<file path="src/common/ubs_defs.vh">
`ifndef UBS_DEFS_VH
`define UBS_DEFS_VH

// ----------------------------------------
// status bit positions
// ----------------------------------------
`define UBS_BIT_HW_RESET 7
`define UBS_BIT_BUS_RESET 6
`define UBS_BIT_BUS_ACTIVE 5
`define UBS_BIT_RESUME 4
`define UBS_BIT_EP12_IN 3
`define UBS_BIT_EP0_IN 2
`define UBS_BIT_OUT_DONE 1
`define UBS_BIT_WAKE 0

// ----------------------------------------
// reset values
// ----------------------------------------
`define UBS_RST_HW_RESET 1'b1
`define UBS_RST_BUS_RESET 1'b0
`define UBS_RST_WAKE 1'b1
`define UBS_RST_FLAGS 5'h00
`define UBS_STATUS_WIDTH 8

`endif

</file>
<file path="src/design/ubs_sync.v">
`timescale 1ns/1ps
// ----------------------------------------
// two-stage synchroniser, one per bit
// ----------------------------------------
module ubs_sync #(
    parameter WIDTH = 4,
    parameter [WIDTH-1:0] INIT = {WIDTH{1'b0}}
) (
    input wire clk_i,
    input wire rst_b_i,
    input wire [WIDTH-1:0] d_i,
    output wire [WIDTH-1:0] q_o
);
    reg [WIDTH-1:0] meta_r;
    reg [WIDTH-1:0] sync_r;

    always @(posedge clk_i or negedge rst_b_i)
    begin
        if (!rst_b_i)
        begin
            meta_r <= INIT;
            sync_r <= INIT;
        end
        else
        begin
            meta_r <= d_i;
            sync_r <= meta_r;
        end
    end

    assign q_o = sync_r;
endmodule

</file>
<file path="src/design/ubs_status.v">
`timescale 1ns/1ps
`include "ubs_defs.vh"

module ubs_status (
    input wire CORE_CLK_I,
    input wire RST_B_I,
    input wire SERIAL_DATA_IN_I,
    input wire SERIAL_SELECT_I,
    input wire SERIAL_CLK_I,
    input wire WAKE_I,
    input wire USB_RESET_I,
    input wire USB_ACTIVE_I,
    input wire USB_RESUME_I,
    input wire EP12_IN_ACK_I,
    input wire EP0_IN_ACK_I,
    input wire OUT_ACK_I,
    input wire STOP_OSC_I,
    input wire STOP_MCU_CLOCK_I,
    input wire [7:0] NEXT_BYTE_I,
    output wire NEXT_BYTE_REQ_O,
    output wire SERIAL_DATA_OUT_O,
    output wire [7:0] BRIDGE_STATUS_O,
    output wire STATUS_READ_O,
    output wire EP0_EN_SET_O,
    output wire STOP_OSC_O,
    output wire STOP_MCU_CLOCK_O
);
    // ----------------------------------------
    // pin synchronisers
    // ----------------------------------------
    wire [4:0] pin_s;
    wire din_s;
    wire sel_s;
    wire sck_s;
    wire wake_s;
    wire usbrst_s;

    // select and clock idle high; wake idles low so bit 0 resets to 1
    ubs_sync #(.WIDTH(5), .INIT(5'h06)) u_sync (
        .clk_i(CORE_CLK_I),
        .rst_b_i(RST_B_I),
        .d_i({USB_RESET_I, WAKE_I, SERIAL_CLK_I, SERIAL_SELECT_I, SERIAL_DATA_IN_I}),
        .q_o(pin_s)
    );
    assign din_s = pin_s[0];
    assign sel_s = pin_s[1];
    assign sck_s = pin_s[2];
    assign wake_s = pin_s[3];
    assign usbrst_s = pin_s[4];

    // ----------------------------------------
    // helper decoding
    // ----------------------------------------
    // one-cycle pulse when a registered level drops
    function fell_f;
        input prev_v;
        input cur_v;
        begin
            fell_f = prev_v & ~cur_v;
        end
    endfunction

    // bus activity or resume keeps both clocks running
    function run_hold_f;
        input [7:0] st_v;
        begin
            run_hold_f = st_v[`UBS_BIT_BUS_ACTIVE] | st_v[`UBS_BIT_RESUME];
        end
    endfunction

    // ----------------------------------------
    // edge detection
    // ----------------------------------------
    reg din_d_r;
    reg sel_d_r;
    reg sck_d_r;
    wire din_fall;
    wire sel_fall;
    wire sel_rise;
    wire sck_fall;

    // delay regs reset to each pin's idle level, so no false edge after reset
    always @(posedge CORE_CLK_I or negedge RST_B_I)
    begin
        if (!RST_B_I)
        begin
            din_d_r <= 1'b0;
            sel_d_r <= 1'b1;
            sck_d_r <= 1'b1;
        end
        else
        begin
            din_d_r <= din_s;
            sel_d_r <= sel_s;
            sck_d_r <= sck_s;
        end
    end

    assign din_fall = fell_f(din_d_r, din_s);
    assign sel_fall = fell_f(sel_d_r, sel_s);
    assign sel_rise = fell_f(sel_s, sel_d_r);
    assign sck_fall = fell_f(sck_d_r, sck_s);

    // ----------------------------------------
    // outbound transfer sequencing
    // ----------------------------------------
    localparam ST_IDLE = 2'h0;
    localparam ST_ARMED = 2'h1;
    localparam ST_SHIFT = 2'h2;

    reg [1:0] state_r;
    reg [1:0] state_nxt;
    reg [7:0] shift_r;
    reg [2:0] bit_cnt_r;
    reg [7:0] status_r;
    reg dout_r;
    // read only by the idle serial output
    reg int_latch_r;
    reg load_status;
    reg shift_en;
    reg read_done;

    always @*
    begin
        state_nxt = state_r;
        load_status = 1'b0;
        shift_en = 1'b0;
        read_done = 1'b0;
        case (state_r)
            ST_IDLE:
            begin
                if (!sel_s && din_fall)
                begin
                    load_status = 1'b1;
                    state_nxt = ST_ARMED;
                end
            end
            ST_ARMED:
            begin
                if (sel_s)
                    state_nxt = ST_IDLE;
                else if (sck_fall)
                begin
                    shift_en = 1'b1;
                    state_nxt = ST_SHIFT;
                end
            end
            ST_SHIFT:
            begin
                if (sel_s)
                    state_nxt = ST_IDLE;
                else if (sck_fall)
                    shift_en = 1'b1;
            end
            default:
                state_nxt = ST_IDLE;
        endcase
        // status counts as read once its last bit is presented
        if (shift_en && state_r == ST_SHIFT && bit_cnt_r == 3'h7)
            read_done = 1'b1;
    end

    reg first_byte_r;

    always @(posedge CORE_CLK_I or negedge RST_B_I)
    begin
        if (!RST_B_I)
        begin
            state_r <= ST_IDLE;
            shift_r <= 8'h00;
            bit_cnt_r <= 3'h0;
            dout_r <= 1'b1;
            first_byte_r <= 1'b0;
        end
        else
        begin
            state_r <= state_nxt;
            if (load_status)
            begin
                shift_r <= status_r;
                bit_cnt_r <= 3'h0;
                first_byte_r <= 1'b1;
            end
            else if (shift_en)
            begin
                dout_r <= shift_r[0];
                if (bit_cnt_r == 3'h7)
                begin
                    shift_r <= NEXT_BYTE_I;
                    first_byte_r <= 1'b0;
                end
                else
                    shift_r <= {1'b0, shift_r[7:1]};
                bit_cnt_r <= bit_cnt_r + 3'h1;
            end
            else if (state_r == ST_IDLE && sel_s)
                // select high: output carries the low-active interrupt
                dout_r <= ~int_latch_r;
        end
    end

    wire status_read;
    assign status_read = read_done & first_byte_r;
    assign NEXT_BYTE_REQ_O = shift_en & (bit_cnt_r == 3'h7);

    // ----------------------------------------
    // status flags
    // ----------------------------------------
    reg usbrst_d_r;
    reg bus_rst_d_r;
    wire bus_reset_fall;
    wire usb_rst_rise;

    always @(posedge CORE_CLK_I or negedge RST_B_I)
    begin
        if (!RST_B_I)
        begin
            usbrst_d_r <= 1'b0;
            bus_rst_d_r <= 1'b0;
        end
        else
        begin
            usbrst_d_r <= usbrst_s;
            bus_rst_d_r <= status_r[`UBS_BIT_BUS_RESET];
        end
    end
    assign usb_rst_rise = fell_f(usbrst_s, usbrst_d_r);
    assign bus_reset_fall = fell_f(bus_rst_d_r, status_r[`UBS_BIT_BUS_RESET]);

    always @(posedge CORE_CLK_I or negedge RST_B_I)
    begin
        if (!RST_B_I)
        begin
            status_r[`UBS_BIT_HW_RESET] <= `UBS_RST_HW_RESET;
            status_r[`UBS_BIT_BUS_RESET] <= `UBS_RST_BUS_RESET;
            status_r[5:1] <= `UBS_RST_FLAGS;
            status_r[`UBS_BIT_WAKE] <= `UBS_RST_WAKE;
        end
        else
        begin
            // clear on read or bus reset
            if (status_read || usb_rst_rise)
                status_r[`UBS_BIT_HW_RESET] <= 1'b0;
            if (usbrst_s)
                status_r[`UBS_BIT_BUS_RESET] <= 1'b1;
            else if (status_read)
                status_r[`UBS_BIT_BUS_RESET] <= 1'b0;
            if (USB_ACTIVE_I)
                status_r[`UBS_BIT_BUS_ACTIVE] <= 1'b1;
            else if (status_read)
                status_r[`UBS_BIT_BUS_ACTIVE] <= 1'b0;
            status_r[`UBS_BIT_RESUME] <= USB_RESUME_I;
            if (EP12_IN_ACK_I)
                status_r[`UBS_BIT_EP12_IN] <= 1'b1;
            else if (sel_fall)
                status_r[`UBS_BIT_EP12_IN] <= 1'b0;
            if (EP0_IN_ACK_I)
                status_r[`UBS_BIT_EP0_IN] <= 1'b1;
            else if (sel_fall)
                status_r[`UBS_BIT_EP0_IN] <= 1'b0;
            if (OUT_ACK_I)
                status_r[`UBS_BIT_OUT_DONE] <= 1'b1;
            else if (sel_rise)
                status_r[`UBS_BIT_OUT_DONE] <= 1'b0;
            status_r[`UBS_BIT_WAKE] <= ~wake_s;
        end
    end

    // ----------------------------------------
    // interrupt latch
    // ----------------------------------------
    wire int_event;
    wire stopped;

    assign stopped = STOP_OSC_I | STOP_MCU_CLOCK_I;
    // wake only counts in the stop state
    assign int_event = EP12_IN_ACK_I | EP0_IN_ACK_I | OUT_ACK_I | usb_rst_rise
                     | (USB_RESUME_I & ~status_r[`UBS_BIT_RESUME]) | (wake_s & stopped);

    always @(posedge CORE_CLK_I or negedge RST_B_I)
    begin
        if (!RST_B_I)
            int_latch_r <= 1'b0;
        else if (int_event)
            int_latch_r <= 1'b1;
        else if (status_read)
            int_latch_r <= 1'b0;
    end

    // ----------------------------------------
    // outputs
    // ----------------------------------------
    reg ep0_en_r;
    always @(posedge CORE_CLK_I or negedge RST_B_I)
    begin
        if (!RST_B_I)
            ep0_en_r <= 1'b0;
        else
            ep0_en_r <= bus_reset_fall;
    end

    assign STOP_OSC_O = STOP_OSC_I & ~run_hold_f(status_r);
    assign STOP_MCU_CLOCK_O = STOP_MCU_CLOCK_I & ~run_hold_f(status_r);
    assign EP0_EN_SET_O = ep0_en_r;
    assign SERIAL_DATA_OUT_O = dout_r;
    assign BRIDGE_STATUS_O = status_r;
    assign STATUS_READ_O = status_read;
endmodule

</file>
<file path="config.mk">
export PLATFORM = sky130hd
export DESIGN_NAME = ubs_status
export DESIGN_NICKNAME = d
export VERILOG_FILES = /design/src/design/ubs_sync.v /design/src/design/ubs_status.v
export VERILOG_INCLUDE_DIRS = /design/src /design/src/common
export SDC_FILE = /design/constraint.sdc
export NUM_CORES = 1
export LEC_CHECK = 0
export BUFFER_PORTS_ARGS = -buffer_cell sky130_fd_sc_hd__buf_2
export CAP_MARGIN = 20
export CORE_MARGIN = 4
export CORE_UTILIZATION = 40
export CTS_CLUSTER_DIAMETER = 60
export CTS_CLUSTER_SIZE = 10
export DETAILED_ROUTE_END_ITERATION = 10
export GPL_TIMING_DRIVEN = 0
export HOLD_SLACK_MARGIN = 0.05
export MAX_ROUTING_LAYER = met4
export PLACE_DENSITY = 0.64
export SLEW_MARGIN = 20
export SYNTH_ARGS = -nofsm -noshare
export SYNTH_HDL_FRONTEND = slang
export SYNTH_SLANG_ARGS = --single-unit
</file>
<file path="constraint.sdc">
create_clock -name CORE_CLK_I -period 4.6 [get_ports CORE_CLK_I]
set_input_delay 1.38 -clock CORE_CLK_I [delete_from_list [all_inputs] [get_ports CORE_CLK_I]]
set_output_delay 1.38 -clock CORE_CLK_I [all_outputs]
set_load 0.02 [all_outputs]
</file>
==> results of run 1 <==
==> worst max-delay path, stage by stage, from the launching register on <==
cell,delay (ns)
dfrtp_1,0.39
inv_1,0.08
ha_1,0.29
and4bb_4,0.30
nand4_2,0.21
inv_1,0.10
buf_2,0.17
==> power by group <==
group / switching (mW) / total, mW / internal [mW]
sequential: 0.0351 / 0.452 / 0.417
clock: 0.116 / 0.222 / 0.106
combinational: 0.111 / 0.225 / 0.114
==> cells by family after synthesis <==
logic type | count (synthesis) | share of synthesized area
flops | 40 | 0.587
xor+xnor | 1 | 0.00508
fa+ha+maj | 5 | 0.0363
simple gates | 34 | 0.118
compound gates | 27 | 0.117
buf+inv | 12 | 0.0450
mux | 15 | 0.0921
==> sequential cells by signal (all words and copies together), names as in the netlist <==
| signal | flops |
|---|---|
| din_d_r | 1 |
| u_sync.meta_r | 5 |
| sel_d_r | 1 |
| state_r | 2 |
| BRIDGE_STATUS_O | 8 |
| u_sync.q_o | 5 |
| first_byte_r | 1 |
| bit_cnt_r | 3 |
| shift_r | 8 |
| bus_rst_d_r | 1 |
| sck_d_r | 1 |
| usbrst_d_r | 1 |
| EP0_EN_SET_O | 1 |
| SERIAL_DATA_OUT_O | 1 |
| int_latch_r | 1 |
==> final cells by class <==
| type | instances | area (sq um) | share of cell area |
|---|---|---|---|
| Clock inverter | 2 | 12.5 | 0.00611 |
| Sequential cell | 40 | 1010 | 0.494 |
| Multi-Input combinational cell | 82 | 636 | 0.310 |
| Timing Repair Buffer | 35 | 175 | 0.0855 |
| Clock buffer | 6 | 72.6 | 0.0354 |
| Inverter | 7 | 26.3 | 0.0128 |
| Buffer | 5 | 51.3 | 0.0250 |
| Tap cell | 50 | 62.6 | 0.0305 |
==> layout by cell type (no fill, tap or decap), types with 2 or more instances in the layout <==
cell type and count:
buf_2 36, dfrtp_1 31, nand2_1 14, dfstp_2 9
mux2i_1 8, inv_1 7, a21o_1 7, mux2_2 7
nand2b_1 6, o21ai_2 6, ha_1 5, clkbuf_8 5
a21oi_1 4, nor3b_1 3, o21ai_0 3, nor2b_1 2
buf_4 2, a22o_1 2
==> worst paths after layout <==
check / end / slack, ns / startpoint
hold reg to reg: u_sync.q_o[3] / 0.35 / u_sync.meta_r[3]
max in group asynchronous: shift_r[0] / 2.85 / RST_B_I
setup reg to reg: shift_r[7] / 2.97 / state_r[1]
hold / removal: u_sync.q_o[3] / 0.35 / u_sync.meta_r[3]
setup / recovery: STATUS_READ_O / 1.39 / state_r[1]
min in group asynchronous: usbrst_d_r / 1.19 / RST_B_I
==> metal layers <==
layer / GRT usage / wire length (um)
met4: 0.0543 / 20
met5: - / 0
met2: 0.205 / 1560
met1: 0.177 / 1520
met3: 0.0492 / 165
==> results.json, run 1 <==
{
  "async_flop_share": 1.00,
  "synth_edf_count": 0,
  "die_x_um": 73.7,
  "nets": 203,
  "clk_latency_ns": 0.29,
  "worst_slack_ns": 1.39,
  "synth-seq-cells": 40,
  "ff2ff_path_depth": 6,
  "hold_path_depth": 0,
  "drt_iter0_markers": 59,
  "synth_area_sq_mm": 0.00173,
  "antennaDiodeCount": 0,
  "globalRouteTotalUtil": 0.140,
  "cp-start-kind": "register",
  "layout_min_cycle_time_ns": 3.21,
  "start_util": 0.422,
  "area_growth_pct": 18.7,
  "synthTopCellsByCount": "31 x dfrtp_1, 14 x nand2_1, 9 x dfstp_2",
  "route.vias.total": 1102,
  "tightest_slew_ns": 0.869,
  "whs_ns": 0.352,
  "htreeDepth": 2,
  "setup_viol": 0,
  "fin_util": 0.501,
  "grt_pass1_vias": 1140,
  "crit_required_ns": 3.22,
  "cts_buffers": 5,
  "routedWlPerCell_um": 14.4,
  "synth_most_common_cell": "dfrtp_1",
  "final_cells": 227,
  "io_pins": 36,
  "grt_max_degree": 41,
  "hold_viol": 0,
  "fmax_mhz": 312,
  "ys_seq_area_frac": 0.587,
  "drive_gt1_frac": 0.412,
  "antenna_found_initial": 0,
  "dp_worst_setup_slack_ns": 1.39,
  "end_kind": "output pin",
  "ant_nets": 0,
  "hold_class": "reg -> reg",
  "avgSynthCellArea_sq_um": 12.9,
  "fp-row-count": 23,
  "wl_um": 3270,
  "synth_top_area_cell": "dfrtp_1",
  "grt_pass1_wl_um": 5420,
  "rsz0062_at_grt": "no",
  "synthCells": 134,
  "skew_ns": 0.00405,
  "yosysTopAreaCellShare": 0.450,
  "worstPathMaxFanout": 5,
  "fillCellCount": 392,
  "die_area_sq_mm": 0.00543,
  "vias_per_cell": 4.85,
  "dp_cells": 219,
  "path_clk_slew_ns": 0.07,
  "drc": 0,
  "critPathKind": "reg -> out",
  "clockRootBuffer": "clkbuf_8",
  "status": "complete, no violations",
  "cts_resized": 0,
  "grt_overflow": 0,
  "die_h_um": 73.7,
  "firstDrtPassIters": 4,
  "cp.arrival_ns": 1.83,
  "postCtsSetupRepairBufs": 0,
  "slew_headroom": 0.421,
  "ys.flop_type": "dfrtp_1",
  "cts.sinks": 40,
  "placed_cell_area_sq_mm": 0.00196,
  "ir_worst_vdd_uv": 232,
  "tns_ns": 0,
  "slew_violations": 0,
  "synth.area.top_cells": "dfrtp_1 45%, dfstp_2 14%, mux2i_1 4.6%",
  "synth_fp_nets": 161,
  "cts_hold_buf": 0,
  "gp_congestion": 0.800,
  "finalCritPeriodShare": 0.697,
  "p_leak_nw": 0.916,
  "cap_viol_max_count": 0,
  "power.density_mw_per_mm2": 439,
  "power_uw": 899,
  "dpl.hpwl_um": 2460,
  "clockBufferDepth": 2,
  "io_buffers": 35,
  "synth_warnings": 0,
  "yosysUniqueCellTypes": 34,
  "final_cell_area_sq_mm": 0.00205,
  "cts_tree": "done",
  "core-area_sq_mm": 0.00409
}
No activity file was read; power rests on OpenSTA's default activity.
==> inputs of run 2 (changes only) <==
--- a/config.mk
+++ b/config.mk
@@ -16,7 +16,7 @@
 export GPL_TIMING_DRIVEN = 0
 export HOLD_SLACK_MARGIN = 0.05
 export MAX_ROUTING_LAYER = met4
-export PLACE_DENSITY = 0.64
+export PLACE_DENSITY = 0.67
 export SLEW_MARGIN = 20
 export SYNTH_ARGS = -nofsm -noshare
 export SYNTH_HDL_FRONTEND = slang
==> constraint.sdc (replaced) <==
create_clock -name CORE_CLK_I -period 2.7 [get_ports CORE_CLK_I]
set_input_delay 0.81 -clock CORE_CLK_I [delete_from_list [all_inputs] [get_ports CORE_CLK_I]]
set_output_delay 0.81 -clock CORE_CLK_I [all_outputs]
set_load 0.02 [all_outputs]
==> results.json, run 2 (synthesis results as in run 1) <==
{
  "fillCellCount": 372,
  "cp_top_family": "simple AND/OR/NAND/NOR gates",
  "p_leak_nw": 0.929,
  "core-area_sq_mm": 0.00409,
  "gr-usage-met1": 0.164,
  "firstDrtPassIters": 4,
  "routedWlPerCell_um": 14.4,
  "antenna_found_initial": 0,
  "critical_path.most_common_cell": "inv_1",
  "cp-start-kind": "register",
  "worst-path-buf-inv": 3,
  "critPathLaunch": "state_r[1]",
  "r2r_start": "state_r[1]",
  "clockRootBuffer": "clkbuf_8",
  "ant_nets": 0,
  "setup_viol": 0,
  "slew_headroom": 0.441,
  "tns_ns": 0,
  "grt_pass1_vias": 1226,
  "worstPathMaxFanout": 5,
  "cts_buffers": 5,
  "finalCritPeriodShare": 0.956,
  "drc": 0,
  "tightest_slew_ns": 0.839,
  "drt_iter0_markers": 70,
  "crit_required_ns": 1.89,
  "layout_common_cells": "35 x buf_2, 31 x dfrtp_1, 14 x nand2_1",
  "hold_class": "reg -> reg",
  "grt_overflow": 0,
  "ir_worst_vdd_uv": 445,
  "drive_gt1_frac": 0.412,
  "slowest_stage": "dfrtp_1",
  "rrSetupSlack_ns": 1.06,
  "fmax_mhz": 387,
  "end_kind": "output pin",
  "route.vias.total": 1135,
  "nets": 203,
  "globalRouteTotalUtil": 0.139,
  "die_h_um": 73.7,
  "clk_latency_ns": 0.29,
  "cts_tree": "done",
  "grt_pass1_wl_um": 5480,
  "io_pins": 36,
  "skew_ns": 0.00352,
  "antennaDiodeCount": 0,
  "area_growth_pct": 20.7,
  "die_x_um": 73.7,
  "start_util": 0.422,
  "min-delay-start": "u_sync.meta_r[3]",
  "rsz0062_at_grt": "no",
  "slew_violations": 0,
  "path_clk_slew_ns": 0.07,
  "gp_congestion": 0.733,
  "hold_viol": 0,
  "io_buffers": 35,
  "power.density_mw_per_mm2": 788,
  "slowest_delay_ns": 0.39,
  "wl_um": 3280,
  "layout_min_cycle_time_ns": 2.58,
  "htreeDepth": 2,
  "placed_cell_area_sq_mm": 0.00196,
  "grt_max_degree": 41,
  "vias_per_cell": 5.00,
  "cts.sinks": 40,
  "final_common_cell": "buf_2",
  "grt_use_met3": 0.0424,
  "fp-row-count": 23,
  "dpl.hpwl_um": 2430,
  "grt.busiest_layer": "met2",
  "cap_viol_max_count": 0,
  "clockBufferDepth": 2,
  "final_cell_area_sq_mm": 0.00208,
  "die_area_sq_mm": 0.00543,
  "status": "complete, no violations",
  "worstPathCellList": "inv_1 > ha_1 > and4bb_4 > nand4_4 > inv_1 > buf_2",
  "cp.arrival_ns": 1.77,
  "grtUsageMet2": 0.223,
  "critPathKind": "reg -> out"
}
run 2: cell types whose count changed in the layout (fill, tap and decap cells not counted), sizes merged:
cell	previous run	this run
clkinvlp	1	0
bufinv	0	1
run 2: where the power goes:
part           switching, mW  internal, mW
Sequential            0.0599         0.710
Clock                  0.202         0.274
Combinational          0.199         0.196
Total                  0.461          1.18
run 2: area by class of cell:
cell class              instances  area (sq um)  area share
clock inverters                 2          35.0      0.0168
clock buffers                   6          72.6      0.0349
inverters                       7          26.3      0.0126
repair buffers                 35           178      0.0853
plain buffers                   5          51.3      0.0246
multi-input cells              82           644       0.309
well taps                      50          62.6      0.0300
flip-flops and latches         40          1010       0.486
run 2: metal layers:
metal	wire (um)	vias up
met2	1600	29
met3	180	6
met4	51	0
met1	1450	549
met5	0	-
li1	-	551
run 2: metrics by stage:
step	utilization	cells	setup slack [ns]	hold slack, ns	power, mW
final	0.509	227	0.118	0.354	1.64
after floorplan	-	134	0.559	0.331	1.07
after global routing	0.509	227	0.00268	0.361	1.74
after detailed placement	0.480	219	0.375	0.341	1.17
after CTS	0.507	227	0.0452	0.359	1.65
after global placement	0.480	219	0.402	0.333	1.15
run 2: worst paths after layout:
check	to	depth (start not counted)
worst max-delay path	STATUS_READ_O	6
worst min-delay path	u_sync.q_o[3]	0
max in group asynchronous	bit_cnt_r[2]	1
min in group asynchronous	u_sync.meta_r[0]	1
worst max register to register	shift_r[7]	6
worst min register to register	u_sync.q_o[3]	0
run 2: timing repair:
action | CTS | global route
setup endpoints to repair | 0 | 1
gates resized for setup | 0 | 2
endpoints found under the hold margin | 0 | 0
buffers inserted | 0 | 0
hold buffers | 0 | 0
